--- src/rtl/hmu_defs.svh ---
`ifndef HMU_DEFS_SVH
`define HMU_DEFS_SVH

// Register byte offsets on the AXI4-Lite slave.
`define HMU_OFS_IP       8'h00
`define HMU_OFS_DP0      8'h04
`define HMU_OFS_DP1      8'h08
`define HMU_OFS_BASE     8'h0C
`define HMU_OFS_DISP     8'h10
`define HMU_OFS_CTRL     8'h14
`define HMU_OFS_STAT     8'h18
`define HMU_OFS_FRAME    8'h1C

// Control register field positions.
`define HMU_CTRL_PAGE    0
`define HMU_CTRL_BYTE    1

// Reset values.
`define HMU_IP_RST       16'h8000
`define HMU_PTR_RST      16'h0000
`define HMU_DISP_RST     8'h00

// Program space map, word addresses.
`define HMU_FLASH_LAST   16'h7FFF
`define HMU_ROM_FIRST    16'h8000
`define HMU_ROM_LAST     16'h8FFF
`define HMU_SRAM_FIRST   16'hA000
`define HMU_SRAM_LAST    16'hA3FF

// Word counts of the smaller segments inside one data half.
`define HMU_SRAM_WORDS   15'h0400
`define HMU_ROM_WORDS    15'h1000

`define HMU_IP_STEP      16'h0001
`define HMU_RESP_OKAY    2'b00
`define HMU_RESP_SLVERR  2'b10

`endif

--- src/rtl/hmu_pkg.sv ---
package hmu_pkg;

  typedef enum logic [1:0] {
    HMU_SEG_NONE,
    HMU_SEG_FLASH,
    HMU_SEG_ROM,
    HMU_SEG_SRAM
  } hmu_seg_e;

  typedef enum logic [1:0] {
    HMU_PTR_DP0,
    HMU_PTR_DP1,
    HMU_PTR_FRAME
  } hmu_ptr_e;

  typedef enum logic [1:0] {
    HMU_MOD_NONE,
    HMU_MOD_INC,
    HMU_MOD_DEC
  } hmu_mod_e;

  typedef struct packed {
    hmu_ptr_e    ptr;
    logic        write;
    hmu_mod_e    mod;
    logic [15:0] wdata;
  } hmu_acc_s;

endpackage

--- src/rtl/hmu_top.sv ---
`timescale 1ns/1ns
`include "hmu_defs.svh"

// How it works
// - The segment supplying instructions is never reachable as data.
// - Instruction pointer is read/write; a write redirects fetch the next cycle.
// - Instruction pointer advances by one after each fetch; branches load it.
// - Flash sits at program words 0000h-7FFFh in two 16K-word pages.
// - Utility ROM decodes at program words 8000h-8FFFh.
// - SRAM decodes at program words A000h-A3FFh.
// - Program-space placement never changes with execution segment or access mode.
// - User code starts at flash word 0000h.
// - Every data access, word or byte, completes in one clock.
// - Two data pointers and one frame pointer; source loads, destination stores.
// - A source pointer may step up or down after the read.
// - A destination pointer may step up or down before the write.
// - Frame address is 16-bit sum of base and 8-bit displacement.
// - Frame steps change only the displacement, wrapping, never touching the base.
// - Data reads reach every segment but the executing one; data writes reach only SRAM.
// - Executing from SRAM or ROM, flash fills half the data space.
// - In byte mode the page select picks the flash page; word mode shows both.
// - From flash: SRAM read/write, ROM read-only at data 8000h.
// - From ROM: SRAM read/write, flash at data 8000h, one page per page select in byte mode, both in word mode.
// - From SRAM: flash at data 0000h, ROM read-only at 8000h.
// - Byte mode addresses the word without bit 0; bit 0 picks the lane.
module hmu_top (
  input  wire logic              i_clk_sys,
  input  wire logic              i_rst,
  input  wire logic [7:0]        i_s_axi_awaddr,
  input  wire logic              i_s_axi_awvalid,
  output logic                   o_s_axi_awready,
  input  wire logic [31:0]       i_s_axi_wdata,
  input  wire logic [3:0]        i_s_axi_wstrb,
  input  wire logic              i_s_axi_wvalid,
  output logic                   o_s_axi_wready,
  output logic [1:0]             o_s_axi_bresp,
  output logic                   o_s_axi_bvalid,
  input  wire logic              i_s_axi_bready,
  input  wire logic [7:0]        i_s_axi_araddr,
  input  wire logic              i_s_axi_arvalid,
  output logic                   o_s_axi_arready,
  output logic [31:0]            o_s_axi_rdata,
  output logic [1:0]             o_s_axi_rresp,
  output logic                   o_s_axi_rvalid,
  input  wire logic              i_s_axi_rready,
  input  wire logic              i_fetch,
  input  wire logic              i_ip_load,
  input  wire logic [15:0]       i_ip_load_value,
  output logic [15:0]            o_fetch_addr,
  output logic [15:0]            o_instr,
  output logic                   o_instr_valid,
  input  wire logic              i_acc_valid,
  input  wire hmu_pkg::hmu_acc_s i_acc,
  output logic                   o_acc_done,
  output logic [15:0]            o_acc_rdata,
  output logic [14:0]            o_flash_addr,
  input  wire logic [15:0]       i_flash_rdata,
  output logic [11:0]            o_rom_addr,
  input  wire logic [15:0]       i_rom_rdata,
  output logic [9:0]             o_sram_addr,
  input  wire logic [15:0]       i_sram_rdata,
  output logic                   o_sram_we,
  output logic [1:0]             o_sram_be,
  output logic [15:0]            o_sram_wdata
);
  import hmu_pkg::*;

  function automatic logic [15:0] merge16(input logic [15:0] old, input logic [31:0] data,
                                          input logic [3:0] strb);
    merge16 = {strb[1] ? data[15:8] : old[15:8], strb[0] ? data[7:0] : old[7:0]};
  endfunction

  logic [15:0] ip_reg;
  logic [15:0] ip_next;
  logic [15:0] dp0_reg;
  logic [15:0] dp0_next;
  logic [15:0] dp1_reg;
  logic [15:0] dp1_next;
  logic [15:0] base_reg;
  logic [15:0] base_next;
  logic [7:0]  disp_reg;
  logic [7:0]  disp_next;
  logic        page_reg;
  logic        byte_reg;
  logic        aw_held_reg;
  logic [7:0]  awaddr_reg;
  logic        w_held_reg;
  logic [31:0] wdata_reg;
  logic [3:0]  wstrb_reg;
  logic        bvalid_reg;
  logic [1:0]  bresp_reg;
  logic        rvalid_reg;
  logic [31:0] rdata_reg;
  logic [1:0]  rresp_reg;
  logic [15:0] instr_reg;
  logic        instr_valid_reg;
  logic        acc_done_reg;
  logic [15:0] acc_rdata_reg;

  // AXI4-Lite write side: address and data are held independently, then applied together.
  wire aw_fire  = i_s_axi_awvalid && o_s_axi_awready;
  wire w_fire   = i_s_axi_wvalid && o_s_axi_wready;
  wire wr_fire  = aw_held_reg && w_held_reg && !bvalid_reg;
  wire wr_ip    = wr_fire && (awaddr_reg == `HMU_OFS_IP);
  wire wr_dp0   = wr_fire && (awaddr_reg == `HMU_OFS_DP0);
  wire wr_dp1   = wr_fire && (awaddr_reg == `HMU_OFS_DP1);
  wire wr_base  = wr_fire && (awaddr_reg == `HMU_OFS_BASE);
  wire wr_disp  = wr_fire && (awaddr_reg == `HMU_OFS_DISP) && wstrb_reg[0];
  wire wr_ctrl  = wr_fire && (awaddr_reg == `HMU_OFS_CTRL) && wstrb_reg[0];
  wire wr_known = wr_ip || wr_dp0 || wr_dp1 || wr_base || (awaddr_reg == `HMU_OFS_DISP) ||
                  (awaddr_reg == `HMU_OFS_CTRL);

  assign o_s_axi_awready = !aw_held_reg && !bvalid_reg;
  assign o_s_axi_wready  = !w_held_reg && !bvalid_reg;
  assign o_s_axi_bvalid  = bvalid_reg;
  assign o_s_axi_bresp   = bresp_reg;

  always_ff @(posedge i_clk_sys or posedge i_rst) begin
    if (i_rst) begin
      aw_held_reg <= 1'b0;
      awaddr_reg  <= 8'h00;
      w_held_reg  <= 1'b0;
      wdata_reg   <= 32'h00000000;
      wstrb_reg   <= 4'h0;
      bvalid_reg  <= 1'b0;
      bresp_reg   <= `HMU_RESP_OKAY;
    end else begin
      if (aw_fire) begin
        aw_held_reg <= 1'b1;
        awaddr_reg  <= i_s_axi_awaddr;
      end
      if (w_fire) begin
        w_held_reg <= 1'b1;
        wdata_reg  <= i_s_axi_wdata;
        wstrb_reg  <= i_s_axi_wstrb;
      end
      if (wr_fire) begin
        bvalid_reg <= 1'b1;
        bresp_reg  <= wr_known ? `HMU_RESP_OKAY : `HMU_RESP_SLVERR;
      end else if (bvalid_reg && i_s_axi_bready) begin
        bvalid_reg  <= 1'b0;
        aw_held_reg <= 1'b0;
        w_held_reg  <= 1'b0;
      end
    end
  end

  wire      in_flash = (ip_reg <= `HMU_FLASH_LAST);
  wire      in_rom   = (ip_reg >= `HMU_ROM_FIRST) && (ip_reg <= `HMU_ROM_LAST);
  wire      in_sram  = (ip_reg >= `HMU_SRAM_FIRST) && (ip_reg <= `HMU_SRAM_LAST);
  hmu_seg_e prog_seg;
  assign prog_seg = in_flash ? HMU_SEG_FLASH : in_rom ? HMU_SEG_ROM :
                    in_sram ? HMU_SEG_SRAM : HMU_SEG_NONE;
  wire [15:0] prog_rdata = (prog_seg == HMU_SEG_FLASH) ? i_flash_rdata :
                           (prog_seg == HMU_SEG_ROM) ? i_rom_rdata :
                           (prog_seg == HMU_SEG_SRAM) ? i_sram_rdata : 16'h0000;

  wire [15:0] dp0_step;
  wire [15:0] dp1_step;
  wire [7:0]  disp_step;
  hmu_ptr_step #(.W(16)) u_step_dp0 (.i_value(dp0_reg), .i_mod(i_acc.mod), .o_value(dp0_step));
  hmu_ptr_step #(.W(16)) u_step_dp1 (.i_value(dp1_reg), .i_mod(i_acc.mod), .o_value(dp1_step));
  hmu_ptr_step #(.W(8))  u_step_disp (.i_value(disp_reg), .i_mod(i_acc.mod), .o_value(disp_step));

  wire [15:0] frame_addr = base_reg + {8'h00, disp_reg};
  wire [15:0] frame_pre  = base_reg + {8'h00, disp_step};
  wire [15:0] ptr_cur    = (i_acc.ptr == HMU_PTR_DP0) ? dp0_reg :
                           (i_acc.ptr == HMU_PTR_DP1) ? dp1_reg : frame_addr;
  wire [15:0] ptr_pre    = (i_acc.ptr == HMU_PTR_DP0) ? dp0_step :
                           (i_acc.ptr == HMU_PTR_DP1) ? dp1_step : frame_pre;
  // read uses old value, write uses stepped value
  wire [15:0] eff = i_acc.write ? ptr_pre : ptr_cur;

  // byte mode word index and lane
  wire [14:0] data_off   = eff[14:0];
  wire        lane       = eff[0];
  wire [14:0] data_widx  = byte_reg ? {1'b0, data_off[14:1]} : data_off;
  wire [14:0] flash_didx = byte_reg ? {page_reg, data_off[14:1]} : data_off;

  hmu_seg_e lo_seg;
  hmu_seg_e hi_seg;
  hmu_seg_e cand_seg;
  hmu_seg_e data_seg;
  assign lo_seg   = (prog_seg == HMU_SEG_SRAM) ? HMU_SEG_FLASH : HMU_SEG_SRAM;
  assign hi_seg   = (prog_seg == HMU_SEG_ROM) ? HMU_SEG_FLASH : HMU_SEG_ROM;
  assign cand_seg = eff[15] ? hi_seg : lo_seg;
  wire data_hit = (cand_seg == HMU_SEG_FLASH) ||
                  ((cand_seg == HMU_SEG_SRAM) && (data_widx < `HMU_SRAM_WORDS)) ||
                  ((cand_seg == HMU_SEG_ROM) && (data_widx < `HMU_ROM_WORDS));
  assign data_seg = data_hit ? cand_seg : HMU_SEG_NONE;

  // Each segment has one port, owned by the fetch when it is the executing segment.
  assign o_fetch_addr = ip_reg;
  assign o_flash_addr = (prog_seg == HMU_SEG_FLASH) ? ip_reg[14:0] : flash_didx;
  assign o_rom_addr   = (prog_seg == HMU_SEG_ROM) ? ip_reg[11:0] : data_widx[11:0];
  assign o_sram_addr  = (prog_seg == HMU_SEG_SRAM) ? ip_reg[9:0] : data_widx[9:0];

  wire acc_wr = i_acc_valid && i_acc.write;
  assign o_sram_we    = acc_wr && (data_seg == HMU_SEG_SRAM);
  assign o_sram_be    = byte_reg ? (lane ? 2'b10 : 2'b01) : 2'b11;
  assign o_sram_wdata = byte_reg ? {i_acc.wdata[7:0], i_acc.wdata[7:0]} : i_acc.wdata;

  wire [15:0] data_word = (data_seg == HMU_SEG_FLASH) ? i_flash_rdata :
                          (data_seg == HMU_SEG_ROM) ? i_rom_rdata :
                          (data_seg == HMU_SEG_SRAM) ? i_sram_rdata : 16'h0000;
  wire [15:0] data_rd   = byte_reg ? {8'h00, lane ? data_word[15:8] : data_word[7:0]} : data_word;

  wire mod_en = i_acc_valid && (i_acc.mod != HMU_MOD_NONE);
  assign ip_next   = wr_ip ? merge16(ip_reg, wdata_reg, wstrb_reg) :
                     i_ip_load ? i_ip_load_value :
                     i_fetch ? ip_reg + `HMU_IP_STEP : ip_reg;
  assign dp0_next  = wr_dp0 ? merge16(dp0_reg, wdata_reg, wstrb_reg) :
                     (mod_en && i_acc.ptr == HMU_PTR_DP0) ? dp0_step : dp0_reg;
  assign dp1_next  = wr_dp1 ? merge16(dp1_reg, wdata_reg, wstrb_reg) :
                     (mod_en && i_acc.ptr == HMU_PTR_DP1) ? dp1_step : dp1_reg;
  assign base_next = wr_base ? merge16(base_reg, wdata_reg, wstrb_reg) : base_reg;
  assign disp_next = wr_disp ? wdata_reg[7:0] :
                     (mod_en && i_acc.ptr == HMU_PTR_FRAME) ? disp_step : disp_reg;

  // reset enters ROM, which hands off to flash 0000h
  always_ff @(posedge i_clk_sys or posedge i_rst) begin
    if (i_rst) begin
      ip_reg   <= `HMU_IP_RST;
      dp0_reg  <= `HMU_PTR_RST;
      dp1_reg  <= `HMU_PTR_RST;
      base_reg <= `HMU_PTR_RST;
      disp_reg <= `HMU_DISP_RST;
      page_reg <= 1'b0;
      byte_reg <= 1'b0;
    end else begin
      ip_reg   <= ip_next;
      dp0_reg  <= dp0_next;
      dp1_reg  <= dp1_next;
      base_reg <= base_next;
      disp_reg <= disp_next;
      if (wr_ctrl) begin
        page_reg <= wdata_reg[`HMU_CTRL_PAGE];
        byte_reg <= wdata_reg[`HMU_CTRL_BYTE];
      end
    end
  end

  always_ff @(posedge i_clk_sys or posedge i_rst) begin
    if (i_rst) begin
      instr_reg       <= 16'h0000;
      instr_valid_reg <= 1'b0;
      acc_done_reg    <= 1'b0;
      acc_rdata_reg   <= 16'h0000;
    end else begin
      instr_valid_reg <= i_fetch;
      acc_done_reg    <= i_acc_valid;
      if (i_fetch) begin
        instr_reg <= prog_rdata;
      end
      if (i_acc_valid && !i_acc.write) begin
        acc_rdata_reg <= data_rd;
      end
    end
  end

  assign o_instr       = instr_reg;
  assign o_instr_valid = instr_valid_reg;
  assign o_acc_done    = acc_done_reg;
  assign o_acc_rdata   = acc_rdata_reg;

  // AXI4-Lite read side: one read at a time, answered the cycle after the address is taken.
  wire        ar_fire = i_s_axi_arvalid && o_s_axi_arready;
  wire [31:0] stat_word = {28'h0000000, byte_reg, page_reg, prog_seg};
  wire [31:0] ctrl_word = {30'h00000000, byte_reg, page_reg};
  wire        rd_known = (i_s_axi_araddr <= `HMU_OFS_FRAME) && (i_s_axi_araddr[1:0] == 2'b00);
  wire [31:0] rd_word  = (i_s_axi_araddr == `HMU_OFS_IP) ? {16'h0000, ip_reg} :
                         (i_s_axi_araddr == `HMU_OFS_DP0) ? {16'h0000, dp0_reg} :
                         (i_s_axi_araddr == `HMU_OFS_DP1) ? {16'h0000, dp1_reg} :
                         (i_s_axi_araddr == `HMU_OFS_BASE) ? {16'h0000, base_reg} :
                         (i_s_axi_araddr == `HMU_OFS_DISP) ? {24'h000000, disp_reg} :
                         (i_s_axi_araddr == `HMU_OFS_CTRL) ? ctrl_word :
                         (i_s_axi_araddr == `HMU_OFS_STAT) ? stat_word :
                         (i_s_axi_araddr == `HMU_OFS_FRAME) ? {16'h0000, frame_addr} : 32'h00000000;

  assign o_s_axi_arready = !rvalid_reg;
  assign o_s_axi_rvalid  = rvalid_reg;
  assign o_s_axi_rdata   = rdata_reg;
  assign o_s_axi_rresp   = rresp_reg;

  always_ff @(posedge i_clk_sys or posedge i_rst) begin
    if (i_rst) begin
      rvalid_reg <= 1'b0;
      rdata_reg  <= 32'h00000000;
      rresp_reg  <= `HMU_RESP_OKAY;
    end else if (ar_fire) begin
      rvalid_reg <= 1'b1;
      rdata_reg  <= rd_word;
      rresp_reg  <= rd_known ? `HMU_RESP_OKAY : `HMU_RESP_SLVERR;
    end else if (rvalid_reg && i_s_axi_rready) begin
      rvalid_reg <= 1'b0;
    end
  end
endmodule

--- src/rtl/hmu_ptr_step.sv ---
`timescale 1ns/1ns
module hmu_ptr_step #(
  parameter int W = 16
) (
  input  wire logic [W-1:0]      i_value,
  input  wire hmu_pkg::hmu_mod_e i_mod,
  output logic [W-1:0]           o_value
);
  import hmu_pkg::*;

  localparam logic [W-1:0] ONE = {{(W-1){1'b0}}, 1'b1};

  // Steps wrap at the width of the pointer, never carrying beyond it.
  assign o_value = (i_mod == HMU_MOD_INC) ? i_value + ONE :
                   (i_mod == HMU_MOD_DEC) ? i_value - ONE : i_value;
endmodule

--- config.mk ---
export PLATFORM = sky130hd
export DESIGN_NAME = hmu_top
export DESIGN_NICKNAME = d
export VERILOG_FILES = /design/src/rtl/hmu_pkg.sv /design/src/rtl/hmu_top.sv /design/src/rtl/hmu_ptr_step.sv
export VERILOG_INCLUDE_DIRS = /design/src /design/src/rtl
export SDC_FILE = /design/constraint.sdc
export NUM_CORES = 1
export LEC_CHECK = 0
export ABC_CLOCK_PERIOD_IN_PS = 8810
export BUFFER_PORTS_ARGS = -buffer_cell sky130_fd_sc_hd__buf_2
export CORE_UTILIZATION = 45
export CTS_BUF_LIST = sky130_fd_sc_hd__clkbuf_16
export CTS_CLUSTER_SIZE = 12
export DETAILED_ROUTE_END_ITERATION = 12
export PLACE_DENSITY = 0.79
export SYNTH_ARGS = -nofsm -noshare
export SYNTH_HDL_FRONTEND = slang
export SYNTH_HIERARCHICAL = 1
export SYNTH_SLANG_ARGS = --single-unit
--- constraint.sdc ---
create_clock -name i_clk_sys -period 8.81 [get_ports i_clk_sys]
set_input_delay 0.881 -clock i_clk_sys [delete_from_list [all_inputs] [get_ports i_clk_sys]]
set_output_delay 0.881 -clock i_clk_sys [all_outputs]
set_load 0.05 [all_outputs]
## After elaboration in Yosys (flattened, before gate mapping)

Index checks and enable logic that the tools add are counted.

| storage, ports and cells | value |
|---|---|
| bits in read-only memories | 0 |
| output and inout bits | 147 |
| memories kept | 0 |
| input port bits | 147 |
| memory bits (writable) | 0 |
| logic and storage cells | 198 |
| register bits after elaboration | 174 |
| bits in latches | 0 |

| operators by class | value |
|---|---|
| magnitude comparators | 8 |
| shifts and indexed selects | 0 |
| multiplexer cells | 65 |
| $mul | 0 |
| bitwise operators | 0 |
| equality and inequality tests | 31 |
| reductions and logical operators | 60 |
| divide/modulo/power cells | 0 |
| add/subtract/negate cells | 9 |

Operators by type and width:

| cell | number |
|---|---|
| $mux W16 | 32 |
| $mux W8 | 7 |
| $add A16 B1 Y16 const B | 3 |
| $eq A8 B5 Y1 const B | 6 |
| $mux W15 | 3 |
| $add A16 B8 Y16 | 2 |
| $eq A8 B4 Y1 const B | 4 |
| $ge A16 B16 Y1 const B | 2 |
| $le A16 B16 Y1 const B | 2 |
| $sub A16 B1 Y16 const B | 2 |
| $logic_and A1 B1 Y1 | 29 |
| $mux W2 | 11 |
| $eq A2 B2 Y1 const B | 8 |
| $eq A8 B3 Y1 const B | 2 |
| $le A16 B15 Y1 const B | 1 |
| $logic_not A8 Y1 | 2 |
| $reduce_and A2 Y1 | 8 |
| $lt A15 B11 Y1 const B | 1 |
| $lt A15 B13 Y1 const B | 1 |
| $mux W12 | 1 |
| $ne A2 B2 Y1 const B | 6 |
| $reduce_bool A2 Y1 | 6 |
| $eq A2 B1 Y1 const B | 5 |
| $mux W1 | 10 |
| 8 further kinds | 19 |

## Logic depth before layout (Yosys ltp)

| logic depth | value |
|---|---|
| depth after elaboration | 19 |
| mapped depth | 18 |
| mapped depth without buffers | 16 |

## Modules after synthesis

The synthesis kept the hierarchy.

By module, submodules not included:

| module | cells an instance | area each (um^2) | times used | sequential area each (um^2) |
|---|---|---|---|---|
| hmu_top | 1231 | 11089.4 | 1 | 3905.0 |
| hmu_ptr_step at u_step_dp0 ... | 78 | 569.3 | 2 | 0.0 |
| hmu_ptr_step at u_step_disp | 40 | 299.0 | 1 | 0.0 |

## Least setup slack after synthesis

Ideal clock, no wire load.

| timing | value |
|---|---|
| path type | in2out |
| from | input port i_acc[17] (netlist bit) |
| to | output port o_flash_addr[11] |
| path slack | 3536 ps |
| data arrival time | 4393 ps |
| required time | 7929 ps |
| cell stages on the path | 14 |
| path buffers | 1 |
| cell sequence | buf_2 -> nor4b_4 -> nor4b_2 -> a31oi_1 -> xnor2_1 -> ha_1 -> or3_1 -> and2_1 -> o211ai_2 -> a21oi_1 -> xor2_1 -> a211oi_1 -> mux2_2 -> o21ai_0 |

| between the ends | value |
|---|---|
| longest elaborated chain between the ends | 9 |
| elaborated cells on any way between the ends | 14 |
| classes of those cells | 1 x add/sub; 2 x eq/ne; 11 x mux |

Ends and longest elaborated chain:

| element | RTL line | RTL |
|---|---|---|
| start: declaration | hmu_top.sv:53 | `input wire hmu_pkg::hmu_acc_s i_acc,` |
| $eq A2 B2 Y1 | hmu_ptr_step.sv:15 | `(i_mod == HMU_MOD_DEC) ? i_value - ONE : i_value;` |
| $mux W8 | hmu_ptr_step.sv:15 |  |
| $mux W8 * | hmu_ptr_step.sv:14 | `assign o_value = (i_mod == HMU_MOD_INC) ? i_value + ONE :` |
| via disp_step[5] | hmu_top.sv:160 | `wire [7:0] disp_step;` |
| $add A16 B8 Y16 * | hmu_top.sv:166 | `wire [15:0] frame_pre = base_reg + {8'h00, disp_step};` |
| $mux W16 * | hmu_top.sv:170 | `(i_acc.ptr == HMU_PTR_DP1) ? dp1_step : frame_pre;` |
| $mux W16 * | hmu_top.sv:169 | `wire [15:0] ptr_pre = (i_acc.ptr == HMU_PTR_DP0) ? dp0_step :` |
| $mux W16 * | hmu_top.sv:172 | `wire [15:0] eff = i_acc.write ? ptr_pre : ptr_cur;` |
| $mux W15 * | hmu_top.sv:178 | `wire [14:0] flash_didx = byte_reg ? {page_reg, data_off[14:1]} : data_off;` |
| $mux W15 * | hmu_top.sv:194 | `assign o_flash_addr = (prog_seg == HMU_SEG_FLASH) ? ip_reg[14:0] : flash_didx;` |
| end: declaration | hmu_top.sv:56 | `output logic [14:0] o_flash_addr,` |

The timed path passes the listed nets; every way through them passes the cells marked *.

## Worst setup path after layout

| timing | value |
|---|---|
| from | input port i_acc[17] (netlist bit) |
| to | output port o_sram_we |

| between the ends | value |
|---|---|
| longest elaborated chain between the ends | 15 |
| elaborated cells on any way between the ends | 26 |
| classes of those cells | 1 x add/sub; 2 x order compare; 6 x eq/ne; 12 x mux; 5 x reduce/logical |

Ends and longest elaborated chain:

| element | RTL line | RTL |
|---|---|---|
| $eq A2 B2 Y1 | hmu_ptr_step.sv:15 |  |
| $mux W8 | hmu_ptr_step.sv:15 |  |
| $mux W8 * | hmu_ptr_step.sv:14 |  |
| via disp_step[4] | hmu_top.sv:160 |  |
| $add A16 B8 Y16 * | hmu_top.sv:166 |  |
| $mux W16 * | hmu_top.sv:170 |  |
| $mux W16 * | hmu_top.sv:169 |  |
| $mux W16 * | hmu_top.sv:172 |  |
| $mux W15 / $mux W2 (equally long branches) | hmu_top.sv:177, hmu_top.sv:186 |  |
| $lt A15 B11 Y1 (no line) / $eq A2 B2 Y1 (equally long branches) | - |  |
| $logic_and A1 B1 Y1 | hmu_top.sv:188 | `` ((cand_seg == HMU_SEG_SRAM) && (data_widx < `HMU_SRAM_WORDS)) \|\| `` |
| $logic_or A1 B1 Y1 (2 in a row) | hmu_top.sv:187 | `wire data_hit = (cand_seg == HMU_SEG_FLASH) \|\|` |
| $mux W2 * | hmu_top.sv:190 | `assign data_seg = data_hit ? cand_seg : HMU_SEG_NONE;` |
| $eq A2 B2 Y1 * | hmu_top.sv:199 | `assign o_sram_we = acc_wr && (data_seg == HMU_SEG_SRAM);` |
| $logic_and A1 B1 Y1 * | hmu_top.sv:199 |  |
| end: declaration | hmu_top.sv:62 | `output logic o_sram_we,` |

Marks and branches as above.

==> flow_summary_export.csv <==
group,metric,value,unit
power_and_ir_drop,intPower,2.058,mW
clock_network,cts_tree,"done",
placement,gp_congestion,1.025,
timing,drv_slew,0,
drt,top_layer,"met4",
synth,yosys_warnings,6,
setup_path,cp_cell_sequence,"buf_2, nor4b_4, nand2_2, nand2_1, xor2_1, ha_1, a21oi_1, o21ai_1, o211ai_2, nand3_1, nor3b_1, a21oi_2, nor4bb_4, and3_1, buf_2",
timing,post-route-min-period,6970,ps
layout,final_core_util,53.29,%
setup_path,worstSetupPathType,"in2out",
floorplanning,core_area,27100,um^2
drt,drtPass1Iterations,7,
floorplanning,die_x,168.8,um
placement,hpwl,34870,um
drt,first_iter_violations,1855,
clock_network,cts_max_path_buffers,2,
drt,finalWirelength,46670,um
worst_hold_path,hold_class,"reg2reg",
clock_network,cts_setup_buffers,0,
synth,netlist_area,12530,um^2
drt,dr_wl_met3,4565,um
setup_path,critical_path.max_stage_delay,1030,ps
floorplanning,fp-row-count,60,
floorplanning,initial_core_util,46.22,%
floorplanning,die_h,168.8,um
synth,synthDistinctLibCells,81,
power_and_ir_drop,power_frac_seq,31.9,%
setup_path,critPathSlowestCell,"nor4bb_4",
global_routing,grtUsageTotal,32.43,%
timing,tightest_slew,1213,ps
layout,area_growth_syn_to_layout,15.28,%
synth,synth_ff_type,"dfrtp_1",
layout,final_nets,1782,
power_and_ir_drop,switching_share,52.73,%
drt,wl_per_cell,23.36,um
power_and_ir_drop,peakVddDrop,248.8,uV
timing,setup_violations,0,
synth,netlist_instances,1427,
placement,io_buffers,257,
run,cap_violations,0,
floorplanning,die_area,28510,um^2
setup_path,critPathArrivalTime,6090,ps
drt,viasPerCell,6.301,
timing,hold_ws,472.8,ps
power_and_ir_drop,p_comb_share,50.5,%
layout,drive_gt1_share,28.36,%
power_and_ir_drop,cellLeakagePower,6.377,nW
status,status,"finished clean",
drt,vias,12590,
timing,finalCritPeriodShare,79.12,%
setup_path,crit_path_max_fanout,20,
synth,synth_edf_count,0,
floorplanning,ioPinCount,294,
drt,ant_nets,0,
clock_network,cts_buffers,17,
power_and_ir_drop,p_switching,2.296,mW
timing,clock_skew,21.54,ps
setup_path,startpoint_type,"primary input",
drt,met1_length,18100,um
clock_network,clock_latency,450,ps
synth,async_flop_share,100.0,%
timing,rsz0062_at_grt,"no",
timing,tns,0,ps
synth,syn_area_per_cell,8.779,um^2
global_routing,grt_pass1_wl,70190,um
global_routing,grt_pass1_vias,11660,
global_routing,antenna_found_initial,2,
clock_network,root_buffer,"clkbuf_16",
synth,synth.yosys.seq_area_share,31.17,%
clock_network,cts_sinks,156,
clock_network,ctsHtreeMaxLevel,4,
clock_network,cts_resized,0,
power_and_ir_drop,p_clk_share,17.6,%
timing,relSlewSlack,18.97,%
timing,hold_viol,0,
clock_network,clk_transition_reported_paths,70,ps
setup_path,cp-end-kind,"primary output",
layout,n_fill_cell,2485,
setup_path,critPathMostFrequentCell,"buf_2",
setup_path,crit_required,7930,ps
synth,ys_ff_latch,156,
drt,wl_met2,21630,um
drt,route.detailed.drc,0,
global_routing,grt_max_degree,88,
timing,clock.fmax,143.5,MHz
clock_network,hold_buffers,0,
power_and_ir_drop,p_per_area,301.5,nW/um^2
global_routing,grt-ovfl-total,0,
path summary, 6_finish.rpt:
path,startpoint,slack (ps),end,cells past startpoint
setup / recovery,i_acc[17],1840,o_sram_we,15
hold / removal,o_s_axi_rdata[8],470,o_s_axi_rdata[8],2
setup reg to reg,disp_reg[1],3470,o_acc_rdata[11],16
hold reg to reg,o_s_axi_rdata[8],470,o_s_axi_rdata[8],2
max in group asynchronous,i_rst,6800,dp1_reg[8],3
min in group asynchronous,i_rst,550,o_fetch_addr[7],2
synthesized netlist by cell type, types with 6 or more instances:
cell type	n	area [um^2]
dfrtp_1	155	3879
nor2_1	145	544.3
a21oi_1	133	665.6
nand2_1	131	491.7
mux2_2	96	1081
o21ai_0	82	410.4
mux2i_1	81	810.8
clkbuf_1	57	214.0
xnor2_1	42	367.9
xor2_1	36	315.3
buf_4	32	240.2
nand4_1	32	200.2
inv_1	28	105.1
nand3_1	28	140.1
ha_1	24	300.3
a222oi_1	22	220.2
a211oi_1	18	135.1
a31oi_1	18	112.6
buf_2	17	85.08
buf_1	14	52.55
mux4_2	14	315.3
nand2b_1	14	87.58
a22oi_1	13	97.59
nor4_1	12	75.07
and3_1	11	68.82
or3_1	10	62.56
nor3_1	9	45.04
a221oi_1	8	70.07
and4_1	8	70.07
o211ai_1	8	60.06
buf_6	7	78.83
o21ai_1	7	35.03
o22ai_1	7	43.79
and2_1	6	37.54
worst max-delay path, delay by kind of cell:
kind,cells,cell delay (ps)
buf+inv,2,730
simple gates,7,2130
fa+ha+maj,1,330
xor+xnor,1,240
compound gates,4,1760
logic make-up after synthesis:
logic type | count (synthesis) | synth area share [%]
simple gates | 445 | 17.47
compound gates | 374 | 19.32
mux | 191 | 17.62
flops | 156 | 31.17
buf+inv | 156 | 6.223
xor+xnor | 78 | 5.453
fa+ha+maj | 26 | 2.717
other cells | 1 | 0.02994
layout make-up:
cell class	instances	area [um^2]	share of cell area, %
tap	372	465.4	3.223
inverter	29	113.9	0.7884
clock inverter	15	170.2	1.178
antenna	4	10.01	0.06931
clock buffer	17	425.4	2.946
multi-input combinational	1132	7945	55.02
timing repair buffer	273	1406	9.738
sequential	156	3905	27.04
power by group through the flow:
stage / Combinational (mW) / Clock, mW / Sequential, mW
after floorplan: 1.58 / 0 / 1.30
after global placement: 2.12 / 0 / 1.37
after detailed placement: 2.15 / 0 / 1.38
after CTS: 2.16 / 0.766 / 1.37
after global routing: 2.33 / 0.794 / 1.42
final: 2.20 / 0.766 / 1.39
metal layers:
layer | vias up | track usage (%)
met5 | - | 0
met1 | 6034 | 41.15
met4 | 0 | 17.35
met2 | 843 | 52.35
met3 | 133 | 6.149
li1 | 5579 | -
placed cells by master, fill, tap and decap left out, types with 5 or more instances in the layout:
cell	instances
a211oi_1	18
a21oi_1	133
a221oi_1	8
a222oi_1	22
a22oi_1	13
a31oi_1	18
and2_1	6
and3_1	11
and4_1	8
buf_2	257
buf_4	16
clkbuf_16	17
conb_1	18
dfrtp_1	155
ha_1	24
inv_1	27
inv_8	7
mux2_2	96
mux2i_1	81
mux4_2	14
nand2_1	131
nand2b_1	14
nand3_1	28
nand3b_1	5
nand4_1	32
nor2_1	144
nor2b_1	5
nor3_1	8
nor4_1	11
o211ai_1	8
o21ai_0	82
o21ai_1	7
o22ai_1	7
or3_1	10
xnor2_1	42
xor2_1	36
per-stage QoR:
stage / area, um^2 / cells / setup WS, ps / power, mW
after floorplan: 12590 / 1444 / 3536 / 2.885
after global placement: 13840 / 1962 / 1958 / 3.487
after detailed placement: 13840 / 1962 / 1960 / 3.533
after CTS: 14430 / 1994 / 1970 / 4.299
after global routing: 14430 / 1995 / 1519 / 4.547
final: 14440 / 1998 / 1840 / 4.354
(Power assumes the default switching activity.)
